--- config.mk ---
export PLATFORM = sky130hd
export DESIGN_NAME = movr_top
export DESIGN_NICKNAME = d
export VERILOG_FILES = /design/src/verilog/movr_pkg.sv /design/src/verilog/movr_blink.sv /design/src/verilog/movr_sync.sv /design/src/verilog/movr_top.sv
export SDC_FILE = /design/constraint.sdc
export NUM_CORES = 1
export LEC_CHECK = 0
export BUFFER_PORTS_ARGS = -buffer_cell sky130_fd_sc_hd__buf_2
export CAP_MARGIN = 20
export CORE_MARGIN = 2
export CORE_UTILIZATION = 50
export CTS_CLUSTER_SIZE = 10
export DETAILED_ROUTE_END_ITERATION = 16
export PLACE_DENSITY = 0.8
export SETUP_SLACK_MARGIN = 0.3
export SKIP_LAST_GASP = 1
export SLEW_MARGIN = 20
export SYNTH_ARGS = -nofsm -noshare
export SYNTH_HDL_FRONTEND = slang
export SYNTH_HIERARCHICAL = 1
export SYNTH_SLANG_ARGS = --single-unit
--- constraint.sdc ---
create_clock -name clk -period 4.17 [get_ports clk]
set_input_delay 0 -clock clk [delete_from_list [all_inputs] [get_ports clk]]
set_output_delay 0 -clock clk [all_outputs]
set_load 0.1 [all_outputs]
--- src/verilog/movr_pkg.sv ---
// constants, codes and pattern lookups for the magnet override block
// assumes a single 50 MHz clock and an active-low asynchronous reset
// What this block does
// (RL1) override forces first valve output on
// (RL2) override blinks fault colour 50/450 ms
// (RL3) disabled override: outputs unchanged, three 100ms flashes
// (RL4) operator holds magnet three seconds to toggle
// (RL5) reset clears override, normal operation resumes
// (RL6) override sets peripheral fault bit
// (RL7) override switches reported mode to override value
// (RL8) position feedback passes through unchanged
// (RL9) double-acting variant forces both valve outputs
// (RL10) watchdog on and bus failed: valves off
// (RL11) maintenance due and enabled: blink 1s/3s
// (RL12) override pattern below internal fault, above others
// (RL13) toggle only after continuous full hold time
package movr_pkg;
  // clock and the millisecond enable
  localparam int CLK_HZ      = 50_000_000;
  localparam int MS_PER_S    = 1000;
  localparam int TICK_CYCLES = CLK_HZ / MS_PER_S;
  localparam int TW          = 12;                  // width of a time in ms

  // times in milliseconds
  localparam logic [TW-1:0] HOLD_MS     = 12'd3000; // magnet hold time
  localparam logic [TW-1:0] OVR_ON_MS   = 12'd50;
  localparam logic [TW-1:0] OVR_OFF_MS  = 12'd450;
  localparam logic [TW-1:0] REJ_ON_MS   = 12'd100;
  localparam logic [TW-1:0] REJ_OFF_MS  = 12'd100;
  localparam logic [1:0]    REJ_FLASHES = 2'd3;
  localparam logic [TW-1:0] MNT_ON_MS   = 12'd1000;
  localparam logic [TW-1:0] MNT_OFF_MS  = 12'd3000;
  localparam logic [TW-1:0] INT_ON_MS   = 12'd450;
  localparam logic [TW-1:0] INT_OFF_MS  = 12'd50;
  localparam logic [TW-1:0] BUS_ON_MS   = 12'd250;
  localparam logic [TW-1:0] BUS_OFF_MS  = 12'd250;

  // register byte offsets
  localparam logic [7:0] REG_CTRL     = 8'h00;
  localparam logic [7:0] REG_STATUS   = 8'h04;
  localparam logic [7:0] REG_IRQ_STAT = 8'h08;
  localparam logic [7:0] REG_IRQ_MASK = 8'h0C;

  // control fields and reset value
  localparam int         CTRL_W      = 4;
  localparam int         CTRL_OVR_EN = 0;
  localparam int         CTRL_WD_EN  = 1;
  localparam int         CTRL_MNT_EN = 2;
  localparam int         CTRL_DUAL   = 3;
  localparam logic [3:0] CTRL_RST    = 4'h3;

  // interrupt events
  localparam int         IRQ_W       = 4;
  localparam int         IRQ_OVR_ON  = 0;
  localparam int         IRQ_OVR_OFF = 1;
  localparam int         IRQ_REJ     = 2;
  localparam int         IRQ_BUSF    = 3;
  localparam logic [3:0] IRQ_RST     = 4'h0;

  // reported mode codes and bus answers
  localparam logic [1:0] MODE_NORMAL = 2'h0;
  localparam logic [1:0] MODE_OVR    = 2'h1;
  localparam logic [1:0] RESP_OKAY   = 2'h0;
  localparam logic [1:0] RESP_SLVERR = 2'h2;

  // override sequence, gray along the toggle path except the ST_OFF_WAIT to ST_IDLE step
  typedef enum logic [2:0] {
    ST_IDLE     = 3'h0,
    ST_ARM_ON   = 3'h1,
    ST_ACT_WAIT = 3'h3,
    ST_ACTIVE   = 3'h2,
    ST_ARM_OFF  = 3'h6,
    ST_OFF_WAIT = 3'h7,
    ST_REJ_WAIT = 3'h5
  } movr_state_t;

  // led patterns, PAT_NONE first, then the rest in falling priority
  typedef enum logic [2:0] {
    PAT_NONE, PAT_INT, PAT_OVR, PAT_MNT, PAT_REJ, PAT_BUS
  } movr_pat_t;

  // on time of a pattern
  function automatic logic [TW-1:0] pat_on_ms(input movr_pat_t p);
    unique case (p)
      PAT_INT: pat_on_ms = INT_ON_MS;
      PAT_OVR: pat_on_ms = OVR_ON_MS;
      PAT_MNT: pat_on_ms = MNT_ON_MS;
      PAT_REJ: pat_on_ms = REJ_ON_MS;
      PAT_BUS: pat_on_ms = BUS_ON_MS;
      PAT_NONE: pat_on_ms = '0;
    endcase
  endfunction

  // off time of a pattern
  function automatic logic [TW-1:0] pat_off_ms(input movr_pat_t p);
    unique case (p)
      PAT_INT: pat_off_ms = INT_OFF_MS;
      PAT_OVR: pat_off_ms = OVR_OFF_MS;
      PAT_MNT: pat_off_ms = MNT_OFF_MS;
      PAT_REJ: pat_off_ms = REJ_OFF_MS;
      PAT_BUS: pat_off_ms = BUS_OFF_MS;
      PAT_NONE: pat_off_ms = '0;
    endcase
  endfunction
endpackage

--- src/verilog/movr_blink.sv ---
// on/off blink generator stepped by a millisecond enable
// assumes restart is pulsed whenever the selected pattern changes
module movr_blink
  import movr_pkg::*;
(
  // clock and reset
  input  wire logic          clk,
  input  wire logic          resetn,
  // timing
  input  wire logic          ms_tick,
  input  wire logic          restart,
  input  wire logic [TW-1:0] on_ms,
  input  wire logic [TW-1:0] off_ms,
  // outputs
  output logic               led,
  output logic               period_end
);
  logic          off_r;   // 0 = on phase
  logic [TW-1:0] cnt_r;   // ms spent in phase

  wire [TW-1:0] cnt_inc  = cnt_r + 1'b1;
  wire [TW-1:0] ph_len   = off_r ? off_ms : on_ms;
  wire          ph_done  = ms_tick && (cnt_inc >= ph_len);

  // phase counter; a zero-length pattern simply never lights
  always_ff @(posedge clk or negedge resetn) begin
    if (!resetn) begin
      off_r <= 1'b0;
      cnt_r <= '0;
    end else if (restart) begin
      off_r <= 1'b0;
      cnt_r <= '0;
    end else begin
      if (ph_done) begin
        off_r <= ~off_r;
        cnt_r <= '0;
      end else if (ms_tick) begin
        cnt_r <= cnt_inc;
      end
    end
  end

  assign led        = !off_r && (on_ms != '0);
  // same-cycle end, so a counting parent can drop the pattern before a new on phase lights
  assign period_end = ph_done && off_r && !restart;
endmodule

--- src/verilog/movr_sync.sv ---
// three-stage synchroniser for pin inputs
// assumes inputs are asynchronous to clk; output moves once stages 2 and 3 agree
module movr_sync #(
  parameter int W = 1
) (
  // clock and reset
  input  wire logic         clk,
  input  wire logic         resetn,
  // raw and filtered level
  input  wire logic [W-1:0] d,
  output logic      [W-1:0] q
);
  logic [W-1:0] s1_r;   // metastable stage, read only by s2
  logic [W-1:0] s2_r;
  logic [W-1:0] s3_r;
  logic [W-1:0] q_r;

  // per bit: adopt the level once two settled stages match
  genvar i;
  for (i = 0; i < W; i++) begin : g_bit
    always_ff @(posedge clk or negedge resetn) begin
      if (!resetn) begin
        s1_r[i] <= 1'b0;
        s2_r[i] <= 1'b0;
        s3_r[i] <= 1'b0;
        q_r[i]  <= 1'b0;
      end else begin
        s1_r[i] <= d[i];
        s2_r[i] <= s1_r[i];
        s3_r[i] <= s2_r[i];
        if (s2_r[i] == s3_r[i]) begin
          q_r[i] <= s3_r[i];
        end
      end
    end
  end

  assign q = q_r;
endmodule

--- src/verilog/movr_top.sv ---
// magnet override head: valve forcing, led patterns, fieldbus flags, registers
// assumes AXI4-Lite master on clk; fieldbus inputs are on clk, the magnet is a pin
//
// Implementation choices: the placing of the registers and register access over AXI4-Lite.
module movr_top #(
  parameter int TICK_CYCLES = movr_pkg::TICK_CYCLES
) (
  // clock and reset
  input  wire logic                  clk,
  input  wire logic                  resetn,
  // axi4-lite write address and data
  input  wire logic [7:0]            s_axi_awaddr,
  input  wire logic                  s_axi_awvalid,
  output logic                       s_axi_awready,
  input  wire logic [31:0]           s_axi_wdata,
  input  wire logic [3:0]            s_axi_wstrb,
  input  wire logic                  s_axi_wvalid,
  output logic                       s_axi_wready,
  output logic [1:0]                 s_axi_bresp,
  output logic                       s_axi_bvalid,
  input  wire logic                  s_axi_bready,
  // axi4-lite read
  input  wire logic [7:0]            s_axi_araddr,
  input  wire logic                  s_axi_arvalid,
  output logic                       s_axi_arready,
  output logic [31:0]                s_axi_rdata,
  output logic [1:0]                 s_axi_rresp,
  output logic                       s_axi_rvalid,
  input  wire logic                  s_axi_rready,
  // magnet sensor pin
  input  wire logic                  magnet_in,
  // fieldbus side
  input  wire logic [1:0]            valve_cmd,
  input  wire logic                  bus_fail,
  input  wire logic                  maint_due,
  input  wire logic                  internal_fault,
  input  wire logic                  other_fault,
  output logic                       periph_fault,
  output logic [1:0]                 mode_out,
  // position feedback
  input  wire logic [2:0]            pos_fb_in,
  input  wire logic                  ext_sens_in,
  output logic [2:0]                 pos_fb_out,
  output logic                       ext_sens_out,
  // valves, led, interrupt
  output logic                       first_valve_output,
  output logic                       second_valve_output,
  output logic                       led_fault,
  output logic                       irq
);
  import movr_pkg::*;

  // ---------------- millisecond enable ----------------
  logic [15:0] div_r;     // cycle divider
  logic        tick_r;    // one-cycle ms pulse
  wire         div_end = (div_r == 16'(TICK_CYCLES - 1));

  // divider wraps every ms
  always_ff @(posedge clk or negedge resetn) begin
    if (!resetn) begin
      div_r  <= '0;
      tick_r <= 1'b0;
    end else begin
      div_r  <= div_end ? '0 : div_r + 16'h0001;
      tick_r <= div_end;
    end
  end

  // ---------------- magnet input ----------------
  logic mag;              // filtered magnet level
  movr_sync #(.W(1)) u_sync (
    .clk    (clk),
    .resetn (resetn),
    .d      (magnet_in),
    .q      (mag)
  );

  // ---------------- control registers ----------------
  logic [CTRL_W-1:0] ctrl_r;       // software configuration
  logic [IRQ_W-1:0]  irq_stat_r;   // sticky events
  logic [IRQ_W-1:0]  irq_mask_r;   // enables onto irq
  wire ovr_en  = ctrl_r[CTRL_OVR_EN];
  wire wd_en   = ctrl_r[CTRL_WD_EN];
  wire mnt_en  = ctrl_r[CTRL_MNT_EN];
  wire dual    = ctrl_r[CTRL_DUAL];

  // ---------------- override sequence ----------------
  movr_state_t   st_r;
  movr_state_t   st_nxt;
  logic [TW-1:0] hold_r;    // ms the magnet has been held
  wire arming    = (st_r == ST_ARM_ON) || (st_r == ST_ARM_OFF);
  wire hold_done = arming && mag && tick_r && (hold_r >= HOLD_MS - 12'd1); // RL4 RL13
  wire ovr_act   = (st_r == ST_ACT_WAIT) || (st_r == ST_ACTIVE) || (st_r == ST_ARM_OFF);
  wire ev_on     = (st_r == ST_ARM_ON) && hold_done && ovr_en;
  wire ev_rej    = (st_r == ST_ARM_ON) && hold_done && !ovr_en;   // RL3
  wire ev_off    = (st_r == ST_ARM_OFF) && hold_done;

  // next state; a release before the hold ends returns without effect
  always_comb begin
    st_nxt = st_r;
    unique case (st_r)
      ST_IDLE:     if (mag) st_nxt = ST_ARM_ON;
      ST_ARM_ON: begin
        if (!mag) st_nxt = ST_IDLE;                      // RL13
        else if (ev_on) st_nxt = ST_ACT_WAIT;
        else if (ev_rej) st_nxt = ST_REJ_WAIT;           // RL3
      end
      ST_ACT_WAIT: if (!mag) st_nxt = ST_ACTIVE;
      ST_ACTIVE:   if (mag) st_nxt = ST_ARM_OFF;
      ST_ARM_OFF: begin
        if (!mag) st_nxt = ST_ACTIVE;                    // RL13
        else if (ev_off) st_nxt = ST_OFF_WAIT;
      end
      ST_OFF_WAIT: if (!mag) st_nxt = ST_IDLE;
      ST_REJ_WAIT: if (!mag) st_nxt = ST_IDLE;
      default:     st_nxt = ST_IDLE;
    endcase
  end

  // state and hold counter; reset leaves override off
  always_ff @(posedge clk or negedge resetn) begin
    if (!resetn) begin
      st_r   <= ST_IDLE;                                 // RL5
      hold_r <= '0;
    end else begin
      st_r   <= st_nxt;
      hold_r <= (arming && mag) ? hold_r + {11'h000, tick_r} : '0;
    end
  end

  // ---------------- valve outputs and fieldbus flags ----------------
  logic       fv_r;
  logic       sv_r;
  logic       pf_r;
  logic [1:0] mode_r;
  logic [2:0] pos_r;
  logic       ext_r;
  wire        wd_trip = wd_en && bus_fail;
  // watchdog beats override: a dead bus parks the valves whenever wd_en is set
  wire        fv_nxt  = wd_trip ? 1'b0 : (ovr_act | valve_cmd[0]);         // RL1 RL10
  wire        sv_nxt  = wd_trip ? 1'b0 : ((ovr_act & dual) | valve_cmd[1]); // RL9 RL10

  // registered outputs
  always_ff @(posedge clk or negedge resetn) begin
    if (!resetn) begin
      fv_r   <= 1'b0;
      sv_r   <= 1'b0;
      pf_r   <= 1'b0;
      mode_r <= MODE_NORMAL;
      pos_r  <= '0;
      ext_r  <= 1'b0;
    end else begin
      fv_r   <= fv_nxt;
      sv_r   <= sv_nxt;
      pf_r   <= ovr_act;                                 // RL6
      mode_r <= ovr_act ? MODE_OVR : MODE_NORMAL;        // RL7
      pos_r  <= pos_fb_in;                               // RL8
      ext_r  <= ext_sens_in;                             // RL8
    end
  end

  // ---------------- led pattern ----------------
  logic       rej_pend_r;   // reject flashes still owed
  logic [1:0] rej_cnt_r;
  movr_pat_t  pat_r;        // pattern now shown
  movr_pat_t  pat_sel;
  logic       blink_led;
  logic       blink_end;
  logic       led_r;

  // priority selection
  assign pat_sel = internal_fault      ? PAT_INT :       // RL12
                   ovr_act             ? PAT_OVR :       // RL2 RL12
                   (mnt_en && maint_due) ? PAT_MNT :     // RL11
                   rej_pend_r          ? PAT_REJ :       // RL3
                   (other_fault || bus_fail) ? PAT_BUS : PAT_NONE;

  movr_blink u_blink (
    .clk        (clk),
    .resetn     (resetn),
    .ms_tick    (tick_r),
    .restart    (pat_sel != pat_r),
    .on_ms      (pat_on_ms(pat_r)),
    .off_ms     (pat_off_ms(pat_r)),
    .led        (blink_led),
    .period_end (blink_end)
  );

  // pattern latch and reject flash count
  always_ff @(posedge clk or negedge resetn) begin
    if (!resetn) begin
      pat_r      <= PAT_NONE;
      rej_pend_r <= 1'b0;
      rej_cnt_r  <= '0;
      led_r      <= 1'b0;
    end else begin
      pat_r <= pat_sel;
      led_r <= blink_led && (pat_sel == pat_r);
      if (ev_rej) begin
        rej_pend_r <= 1'b1;                              // RL3
        rej_cnt_r  <= '0;
      end else if (blink_end && pat_r == PAT_REJ) begin
        rej_cnt_r  <= rej_cnt_r + 2'd1;
        if (rej_cnt_r == REJ_FLASHES - 2'd1) begin
          rej_pend_r <= 1'b0;                            // RL3
        end
      end
    end
  end

  // ms the led has been lit, watched by the override pattern check
  logic [TW-1:0] lit_ms_r;
  always_ff @(posedge clk or negedge resetn) begin
    if (!resetn) lit_ms_r <= '0;
    else lit_ms_r <= led_r ? lit_ms_r + {11'h000, tick_r} : '0;
  end

  // ---------------- axi4-lite slave ----------------
  logic        awready_r;
  logic        wready_r;
  logic        bvalid_r;
  logic [1:0]  bresp_r;
  logic [7:0]  awaddr_r;
  logic [31:0] wdata_r;
  logic [3:0]  wstrb_r;
  logic        arready_r;
  logic        rvalid_r;
  logic [1:0]  rresp_r;
  logic [31:0] rdata_r;
  logic        busf_d_r;
  logic        irq_r;

  wire aw_hs   = s_axi_awvalid && awready_r;
  wire w_hs    = s_axi_wvalid && wready_r;
  wire wr_go   = !awready_r && !wready_r && !bvalid_r;
  wire wr_ctrl = wr_go && (awaddr_r == REG_CTRL) && wstrb_r[0];
  wire wr_stat = wr_go && (awaddr_r == REG_IRQ_STAT) && wstrb_r[0];
  wire wr_mask = wr_go && (awaddr_r == REG_IRQ_MASK) && wstrb_r[0];
  wire wr_ok   = (awaddr_r == REG_CTRL) || (awaddr_r == REG_STATUS) ||
                 (awaddr_r == REG_IRQ_STAT) || (awaddr_r == REG_IRQ_MASK);
  wire ar_hs   = s_axi_arvalid && arready_r;

  // events and the read view of state
  wire [IRQ_W-1:0] ev_vec = {bus_fail && !busf_d_r, ev_rej, ev_off, ev_on};
  wire [IRQ_W-1:0] w1c    = wr_stat ? wdata_r[IRQ_W-1:0] : '0;
  wire [31:0] status_w = {25'h000_0000, led_r, mode_r, sv_r, fv_r, bus_fail, ovr_act};
  wire [31:0] rd_mux =
    (s_axi_araddr == REG_CTRL)     ? {28'h000_0000, ctrl_r} :
    (s_axi_araddr == REG_STATUS)   ? status_w :
    (s_axi_araddr == REG_IRQ_STAT) ? {28'h000_0000, irq_stat_r} :
    (s_axi_araddr == REG_IRQ_MASK) ? {28'h000_0000, irq_mask_r} : 32'h0000_0000;
  wire rd_ok = (s_axi_araddr == REG_CTRL) || (s_axi_araddr == REG_STATUS) ||
               (s_axi_araddr == REG_IRQ_STAT) || (s_axi_araddr == REG_IRQ_MASK);

  // write channel: hold address and data until both are in
  always_ff @(posedge clk or negedge resetn) begin
    if (!resetn) begin
      awready_r <= 1'b1;
      wready_r  <= 1'b1;
      bvalid_r  <= 1'b0;
      bresp_r   <= RESP_OKAY;
      awaddr_r  <= '0;
      wdata_r   <= '0;
      wstrb_r   <= '0;
    end else begin
      if (aw_hs) begin
        awready_r <= 1'b0;
        awaddr_r  <= s_axi_awaddr;
      end
      if (w_hs) begin
        wready_r <= 1'b0;
        wdata_r  <= s_axi_wdata;
        wstrb_r  <= s_axi_wstrb;
      end
      if (wr_go) begin
        bvalid_r <= 1'b1;
        bresp_r  <= wr_ok ? RESP_OKAY : RESP_SLVERR;
      end else if (bvalid_r && s_axi_bready) begin
        bvalid_r  <= 1'b0;
        awready_r <= 1'b1;
        wready_r  <= 1'b1;
      end
    end
  end

  // read channel: one cycle from address to data
  always_ff @(posedge clk or negedge resetn) begin
    if (!resetn) begin
      arready_r <= 1'b1;
      rvalid_r  <= 1'b0;
      rresp_r   <= RESP_OKAY;
      rdata_r   <= '0;
    end else if (ar_hs) begin
      arready_r <= 1'b0;
      rvalid_r  <= 1'b1;
      rdata_r   <= rd_mux;
      rresp_r   <= rd_ok ? RESP_OKAY : RESP_SLVERR;
    end else if (rvalid_r && s_axi_rready) begin
      rvalid_r  <= 1'b0;
      arready_r <= 1'b1;
    end
  end

  // config, sticky events (set beats clear), interrupt level
  always_ff @(posedge clk or negedge resetn) begin
    if (!resetn) begin
      ctrl_r     <= CTRL_RST;
      irq_stat_r <= IRQ_RST;
      irq_mask_r <= IRQ_RST;
      busf_d_r   <= 1'b0;
      irq_r      <= 1'b0;
    end else begin
      if (wr_ctrl) ctrl_r <= wdata_r[CTRL_W-1:0];
      if (wr_mask) irq_mask_r <= wdata_r[IRQ_W-1:0];
      irq_stat_r <= (irq_stat_r & ~w1c) | ev_vec;
      busf_d_r   <= bus_fail;
      irq_r      <= |(irq_stat_r & irq_mask_r);
    end
  end

  // ---------------- outputs ----------------
  assign s_axi_awready       = awready_r;
  assign s_axi_wready        = wready_r;
  assign s_axi_bvalid        = bvalid_r;
  assign s_axi_bresp         = bresp_r;
  assign s_axi_arready       = arready_r;
  assign s_axi_rvalid        = rvalid_r;
  assign s_axi_rresp         = rresp_r;
  assign s_axi_rdata         = rdata_r;
  assign first_valve_output  = fv_r;
  assign second_valve_output = sv_r;
  assign periph_fault        = pf_r;
  assign mode_out            = mode_r;
  assign pos_fb_out          = pos_r;
  assign ext_sens_out        = ext_r;
  assign led_fault           = led_r;
  assign irq                 = irq_r;
endmodule
## Word level (Yosys, flattened, before mapping)

Cells that the tools add are included.

- $add $sub $neg: 4
- Order comparisons: 2
- Eq/ne operators: 28
- Multiplexer cells: 52
- Bitwise gates (word level): 8
- Reductions and logical operators: 61

Operators with widths:

| kind | count |
|---|---|
| case mux 12 bit (6 select lines) | 2 |
| two-way mux 12 bit | 5 |
| two-way mux 3 bit | 14 |
| equality test 8 x 4 -> 1 bit, second input constant | 4 |
| logical AND 1 bit | 29 |
| two-way mux 1 bit | 20 |
| case mux 3 bit (6 select lines) | 1 |
| adder 16 x 1 -> 16 bit, second input constant | 1 |
| equality test 16 bit, second input constant | 1 |
| equality test 8 x 3 -> 1 bit, second input constant | 2 |
| zero test 8 bit | 2 |
| two-way mux 16 bit | 1 |
| equality test 3 bit, second input constant | 5 |
| two-way mux 7 bit | 2 |
| adder 12 x 1 -> 12 bit | 1 |
| adder 12 x 1 -> 12 bit, second input constant | 1 |
| equality test 3 x 2 -> 1 bit, second input constant | 4 |
| >= comparator 12 bit | 1 |
| >= comparator 12 bit, second input constant | 1 |
| two-way mux 4 bit | 3 |
| nonzero test 12 bit | 1 |
| logical OR 1 bit | 10 |
| nonzero test 2 bit | 5 |
| AND 4 bit | 2 |
| other kinds (23) | 37 |

- Bits in registers: 132
- Input bits: 70
- Output and inout bits: 52
- Logic and storage cells: 191

## Logic depth before layout (Yosys ltp)

Gate-level depths: netlist (run 1).

- Word-level depth: 12
- Mapped depth: 14
- Mapped depth without buffers: 14

## By module

The synthesis (run 1) kept the hierarchy.

By module, submodules not included:

| module | times used | cells an instance | area an instance (µm²) | seq. area each (µm²) |
|---|---|---|---|---|
| movr_top | 1 | 378 | 4,139.0 | 2,158.3 |
| movr_blink | 1 | 133 | 1,281.2 | 325.3 |
| movr_sync | 1 | 5 | 111.4 | 100.1 |

## Worst setup path before layout (run 1)

Ideal clock, no wire load.

- Path kind: reg2reg
- From: reg u_blink.cnt_r[2]
- To: reg rej_cnt_r[1]
- Library setup time: 0.137 ns
- Arrival: 3.323 ns
- Data required time: 4.033 ns
- Path slack: 0.709 ns
- Stages on the path, launching flop included: 15
- Path buffers: 1
- Clock period less this slack: 3.461 ns
- Cells stage by stage: dfrtp_1 and4_1 and4_4 and3_1 xnor2_1 inv_1 ha_1 nand4_1 or4_1 buf_2 a21oi_2 and2_1 nor3b_1 mux2i_1 nor2_1

- Cells in the longest elaborated chain, start to end: 7

RTL lines:

| element | RTL line | RTL |
|---|---|---|
| start: declaration | movr_blink.sv:19 | `logic [TW-1:0] cnt_r;` |
| start signal: assignment | movr_blink.sv:38 | `cnt_r <= cnt_inc;` |
| adder 12 x 1 -> 12 bit | movr_blink.sv:21 | `wire [TW-1:0] cnt_inc = cnt_r + 1'b1;` |
| >= comparator 12 bit | movr_blink.sv:23 | `wire ph_done = ms_tick && (cnt_inc >= ph_len);` |
| logical AND 1 bit | movr_blink.sv:23 |  |
| logical AND 1 bit (2 in series) | movr_blink.sv:45 | `assign period_end = ph_done && off_r && !restart;` |
| via blink_end | movr_top.sv:168 | `logic blink_end;` |
| logical AND 1 bit | movr_top.sv:202 | `end else if (blink_end && pat_r == PAT_REJ) begin` |
| nonzero test 2 bit (no line) | -- |  |
| end signal: assignment | movr_top.sv:203 | `rej_cnt_r <= rej_cnt_r + 2'd1;` |
| end: declaration | movr_top.sv:164 | `logic [1:0] rej_cnt_r;` |

The timed path passes the listed nets, and every way through them passes these cells.
A chain may end at the register's enable or synchronous reset.

## Final worst setup path (run 1)

Same ends and word-level chain as after synthesis.

==> impl_metrics.env, run 1 <==
export IMPL_cts_setup_buffers=0
export IMPL_setup_viol=0
export IMPL_io_buffers=61
export IMPL_synth_top_area_cell="dfrtp_1"
export IMPL_drc_errors=0
export IMPL_crit_arrival_ns=3.87
export IMPL_syn2layout_area_growth_pct=15.8
export IMPL_yosys_warnings=6
export IMPL_status="completed"
export IMPL_grt_use_met1_pct=24.9
export IMPL_mostFrequentLayoutCells="dfrtp_1 (98), buf_2 (60), nand2_1 (40)"
export IMPL_cts_tree="done"
export IMPL_overflow=0
export IMPL_die_h_um=109
export IMPL_grt_max_degree=59
export IMPL_dieArea_um2=11900
export IMPL_layout_commonest_cell="dfrtp_1"
export IMPL_yosys_top_cells_area="dfrtp_1 (44%), mux2_2 (5.1%), buf_4 (4.1%), ha_1 (3.8%), mux2i_1 (2.9%)"
export IMPL_core_um2=10800
export IMPL_worstReg2RegEnd="rej_cnt_r[1]"
export IMPL_cts_buffer_depth=2
export IMPL_die_w_um=109
export IMPL_dp_hpwl_um=7760
export IMPL_timing_setup_tns_ns=0
export IMPL_relSlewSlack_pct=30.7
export IMPL_syn_cell_area_um2=5530
export IMPL_slowest_delay_ns=0.63
export IMPL_n_antenna_cell=0
export IMPL_grtUsageMet3_pct=4.60
export IMPL_min_delay_start="s_axi_araddr[1]"
export IMPL_synth_seq_area_share_pct=46.7
export IMPL_drive_gt1_share_pct=22.2
export IMPL_worstMarginPinSlew_ns=1.03
export IMPL_clkTransAtPathRegs_ns=0.10
export IMPL_postRouteAntennaNets=0
export IMPL_track_usage_pct=19.8
export IMPL_worstPathMaxFanout=7
export IMPL_irDropWorstVdd_v=0.000468
export IMPL_final_nets=703
export IMPL_finClkSkew_ns=0.0137
export IMPL_clock_sinks=103
export IMPL_dominantRegCellSynth="dfrtp_1"
export IMPL_hold_path_class="input port to flop"
export IMPL_grt_pass1_wl_um=18500
export IMPL_root_buffer="clkbuf_8"
export IMPL_critPathCaptureType="flop"
export IMPL_routedWlPerCell_um=14.5
export IMPL_cp_cell_sequence="and4_1 -> and4_4 -> and3_1 -> xnor2_1 -> inv_1 -> ha_1 -> nand4_1 -> or4_4 -> a21oi_2 -> and2_1 -> nor3b_2 -> mux2i_1 -> nor2_1"
export IMPL_place_congestion=0.861
export IMPL_synthDistinctLibCells=68
export IMPL_ios=122
export IMPL_drv_slew=0
export IMPL_numCtsBuffers=9
export IMPL_async_flop_share_pct=100
export IMPL_r2r_start="u_blink/cnt_r[2]"
export IMPL_clock_latency_ns=0.37
export IMPL_start_util_pct=51.0
export IMPL_hold_violations=0
export IMPL_design_power_total_mw=2.48
export IMPL_htreeDepth=3
export IMPL_hold_depth=4
export IMPL_crit_path_start_kind="flop"
export IMPL_top_usage_layer="met2"
export IMPL_syn_area_per_cell_um2=10.7
export IMPL_row_count=38
export IMPL_first_global_vias=4088
export IMPL_grtUsageMet2_pct=34.2
export IMPL_required_ns=4.41
export IMPL_p_leak_nw=3.00
export IMPL_postSynthCellCount=516
export IMPL_dr_pass1_iters=4
export IMPL_postRouteWirelength_um=11000
export IMPL_finalCritPeriodShare_pct=87.0
export IMPL_rsz0062_at_grt="false"
export IMPL_drt_iter0_markers=155
export IMPL_fin_crit_ns=3.63
export IMPL_yosys_area_top_type_share_pct=44.3
export IMPL_worstSetupPathType="flop to flop"
export IMPL_r2r_cells=13
export IMPL_synth_edf_count=0
export IMPL_antenna_found_initial=0
export IMPL_cpMaxStageDelayCell="or4_4"
export IMPL_reg2reg_slack_ns=0.54
export IMPL_fmax_ghz=0.276
export IMPL_vias=4102
export IMPL_drv_cap=0
export IMPL_p_per_area_nw_per_um2=386
export IMPL_via_per_inst=5.39
export IMPL_synth_seq_cells=103
export IMPL_hold_end="s_axi_rdata[6]"
==> cell families (layout without fill, tap and decap cells) <==
logic type / Yosys count / in the layout / share of synthesized area (%)
AO/OA/AOI/OAI: 70 / 70 / 9.61
buffers and inverters: 65 / 134 / 6.51
AND/OR/NAND/NOR: 182 / 182 / 18.3
adder cells (fa/ha/maj): 18 / 18 / 4.05
flip-flops: 103 / 103 / 46.7
XOR/XNOR: 31 / 31 / 4.91
other: 1 / 37 / 0.0678
multiplexers: 46 / 46 / 9.88
==> what timing repair did <==
item,4_1_cts,5_1_grt
hold buffers,33,0
gates resized for setup,1,1
endpoints found under the hold margin,90,0
endpoints found under the setup margin,1,1
==> report_power, final <==
group          switching (mW)  internal (mW)
Sequential              0.104           1.12
Clock                   0.350          0.228
Combinational           0.482          0.192
==> cell usage after synthesis, types with 3 or more instances <==
library cell and number:
nand4_1 18, o32ai_1 3, mux2_2 25, inv_1 22, nor4_1 5, nor2_1 37, and3_1 8, nand2b_1 15
or3_1 3, xor2_1 14, dfrtp_1 98, dfstp_2 5, a21o_1 10, a21oi_1 12, nor3_1 10, nand3_1 12
nand3b_1 3, o21ai_0 18, ha_1 17, mux4_2 4, or4_1 4, buf_4 30, xnor2_1 17, clkbuf_1 10
o32ai_2 5, or2_2 3, mux2i_1 16, nand2_1 40, and2_1 4
==> cell type report <==
class / count / area [um2]
timing repair buffer: 96 / 653
tap: 140 / 175
inverter: 22 / 82.6
clock inverter: 6 / 52.6
clock buffer: 10 / 128
sequential: 103 / 2580
fill: 898 / 4430
multi-input combinational: 384 / 2730
==> critical path: cells and delay by family (launching register included) <==
family	cells	cell delay [ns]
AOI/OAI and AO/OA	1	0.19
xor gates and xnor gates	1	0.15
adders and majority gates	1	0.34
buffers and inverters	1	0.07
DFF	1	0.47
muxes	1	0.24
and+or+nand+nor	8	2.04
==> registers in the layout, indices dropped and copies added (netlist names), 2 cells and up <==
name           count
div_r             16
hold_r            12
u_blink/cnt_r     12
awaddr_r           8
s_axi_rdata        6
ctrl_r             4
irq_mask_r         4
irq_stat_r         4
wdata_r            4
pat_r              3
pos_fb_out         3
st_r               3
rej_cnt_r          2
==> layer usage <==
layer  vias to the layer above  wire length, um
met4                         0              169
li1                       1969                -
met2                       122             5580
met3                        13              537
met5                         -                0
met1                      1998             4740
==> how the worst max path moves through the flow <==
stage / startpoint / to / slack, ns
finish: u_blink/cnt_r[2] / rej_cnt_r[1] / 0.54
global route: u_blink/cnt_r[2] / rej_cnt_r[1] / 0.34
CTS: u_blink/cnt_r[2] / rej_cnt_r[1] / 0.45
detailed placement: u_blink/cnt_r[2] / rej_cnt_r[1] / 0.30
global placement: u_blink/cnt_r[2] / rej_cnt_r[1] / 0.43
floorplan: u_blink/cnt_r[2] / rej_cnt_r[1] / 0.71
==> stage by stage <==
step           hold WS, ns  area, um2  utilization, %  instances  setup slack (ns)
6_report            0.0311       6410            59.1        761             0.544
2_1_floorplan       -0.296       5670               -        552             0.709
3_3_place_gp        0.0841       5890            54.3        712             0.428
3_5_place_dp        0.0984       5890            54.3        712             0.304
4_1_cts             0.0168       6400            59.1        761             0.446
5_1_grt             0.0253       6410            59.1        761             0.337
(Power assumes the default switching activity.)
==> run 2, diff against run 1 <==
PLACE_DENSITY = 0.73   (was 0.8)
==> impl_metrics.env, run 2 (synthesis gave the netlist of run 1 again) <==
export IMPL_relSlewSlack_pct=32.9
export IMPL_worstMarginPinSlew_ns=1.00
export IMPL_r2r_start="u_blink/cnt_r[2]"
export IMPL_grt_pass1_wl_um=18800
export IMPL_p_int_mw=1.61
export IMPL_slowest_delay_ns=0.62
export IMPL_finClkSkew_ns=0.0173
export IMPL_drive_gt1_share_pct=22.3
export IMPL_syn2layout_area_growth_pct=16.8
export IMPL_dr_pass1_iters=4
export IMPL_fin_area_um2=6460
export IMPL_fmax_ghz=0.280
export IMPL_postLayoutCoreUtil_pct=59.6
export IMPL_cts_tree="done"
export IMPL_p_comb_share_pct=26.4
export IMPL_row_count=38
export IMPL_start_util_pct=51.0
export IMPL_postRouteWirelength_um=11100
export IMPL_grt_max_degree=70
export IMPL_track_usage_pct=20.1
export IMPL_switching_share_pct=36.6
export IMPL_drt_iter0_markers=255
export IMPL_core_um2=10800
export IMPL_final_nets=706
export IMPL_cpMaxStageDelayCell="or4_4"
export IMPL_clock_sinks=103
export IMPL_cts_setup_buffers=0
export IMPL_fin_ws_ns=0.593
export IMPL_switchingPower_mw=0.933
export IMPL_ios=122
export IMPL_via_per_inst=5.33
export IMPL_critPathLaunch="u_blink/cnt_r[2]"
export IMPL_largest_registers="div_r x16, hold_r x12, u_blink/cnt_r x12"
export IMPL_p_leak_nw=3.02
export IMPL_p_seq_share_pct=48.1
export IMPL_regMostFlops="div_r"
export IMPL_place_congestion=0.813
export IMPL_drc_errors=0
export IMPL_postRouteAntennaNets=0
export IMPL_hold_path_class="input port to flop"
export IMPL_die_h_um=109
export IMPL_clkTransAtPathRegs_ns=0.10
export IMPL_seq_area_um2=2580
export IMPL_p_per_area_nw_per_um2=394
export IMPL_drv_slew=0
export IMPL_first_global_vias=4030
export IMPL_largest_reg_flops=16
export IMPL_finalCritPeriodShare_pct=85.8
export IMPL_htreeDepth=3
export IMPL_irDropWorstVdd_v=0.000520
export IMPL_crit_path_start_kind="flop"
export IMPL_mostFrequentLayoutCells="dfrtp_1 (98), buf_2 (60), nand2_1 (40)"
export IMPL_cp_cell_sequence="and4_1 -> and4_4 -> and3_1 -> xnor2_1 -> inv_1 -> ha_1 -> nand4_1 -> or4_4 -> a21oi_2 -> and2_1 -> nor3b_2 -> mux2i_1 -> nor2_1"
export IMPL_layout_commonest_cell="dfrtp_1"
export IMPL_fin_crit_ns=3.58
export IMPL_hold_violations=0
export IMPL_dieArea_um2=11900
export IMPL_clock_power_share_pct=25.5
export IMPL_root_buffer="clkbuf_8"
export IMPL_numCtsBuffers=9
export IMPL_routedWlPerCell_um=14.6
export IMPL_drv_cap=0
export IMPL_crit_arrival_ns=3.81
export IMPL_worstPathMaxFanout=7
export IMPL_required_ns=4.40
export IMPL_vias=4069
export IMPL_critPathCaptureType="flop"
export IMPL_clock_latency_ns=0.36
export IMPL_io_buffers=61
export IMPL_overflow=0
export IMPL_dpl_instance_area_um2=5890
export IMPL_min_delay_start="s_axi_araddr[1]"
export IMPL_status="completed"
export IMPL_setup_viol=0
export IMPL_timing_setup_tns_ns=0
export IMPL_n_antenna_cell=0
export IMPL_worstSetupPathType="flop to flop"
export IMPL_antenna_found_initial=0
export IMPL_dp_hpwl_um=8010
export IMPL_multi_input_area_um2=2730
export IMPL_die_w_um=109
export IMPL_place_ws_ns=0.339
export IMPL_rsz0062_at_grt="false"
export IMPL_fill_cells=934
export IMPL_cts_buffer_depth=2
-- run 2: final timing paths --
kind,end,slack (ns),depth (start not counted)
hold / removal,s_axi_rdata[2],0.02,4
setup / recovery,rej_cnt_r[1],0.59,13
hold reg to reg,u_sync/s2_r,0.35,0
min in group asynchronous,div_r[5],0.27,2
setup reg to reg,rej_cnt_r[1],0.59,13
max in group asynchronous,ctrl_r[0],2.89,3
-- run 2: final cells by class --
class	instances	area share (%)
Sequential cell	103	40.0
Inverter	22	1.28
Clock inverter	5	1.01
Timing Repair Buffer	99	10.5
Multi-Input combinational cell	384	42.3
Tap cell	140	2.71
Clock buffer	11	2.19
-- run 2: layer usage --
metal	vias to the layer above	GRT usage [%]	part of all wire (%)
li1	1975	-	-
met1	2014	26.5	46
met2	75	33.8	50
met5	-	0	0
met4	0	5.61	0.76
met3	5	4.00	3.5
-- run 2: power groups by stage --
stage / Sequential (mW) / Combinational, mW / Clock, mW
CTS: 1.22 / 0.674 / 0.665
floorplan: 1.43 / 0.336 / 0
global route: 1.24 / 0.716 / 0.710
finish: 1.22 / 0.673 / 0.648
detailed placement: 1.24 / 0.639 / 0
global placement: 1.23 / 0.628 / 0
-- run 2: worst max-delay path: cells and delay by family (launching register included) --
family                     cells  cell delay, ns
muxes                          1            0.22
buffers and inverters          1            0.08
adders and majority gates      1            0.34
AOI/OAI and AO/OA              1            0.18
xor gates and xnor gates       1            0.15
and+or+nand+nor                8            2.00
DFF                            1            0.48
-- run 2: what timing repair did --
item / CTS / global route
endpoints found under the hold margin: 102 / 0
hold buffers: 35 / 0
setup endpoints to repair: 0 / 3
resized for setup: 0 / 2
-- run 2: through the flow --
step	power (mW)	cells	hold slack [ns]
floorplan	1.76	552	-0.296
global placement	1.86	713	0.109
detailed placement	1.88	713	0.110
CTS	2.56	764	0.000701
global route	2.67	764	0.0306
finish	2.55	764	0.0179
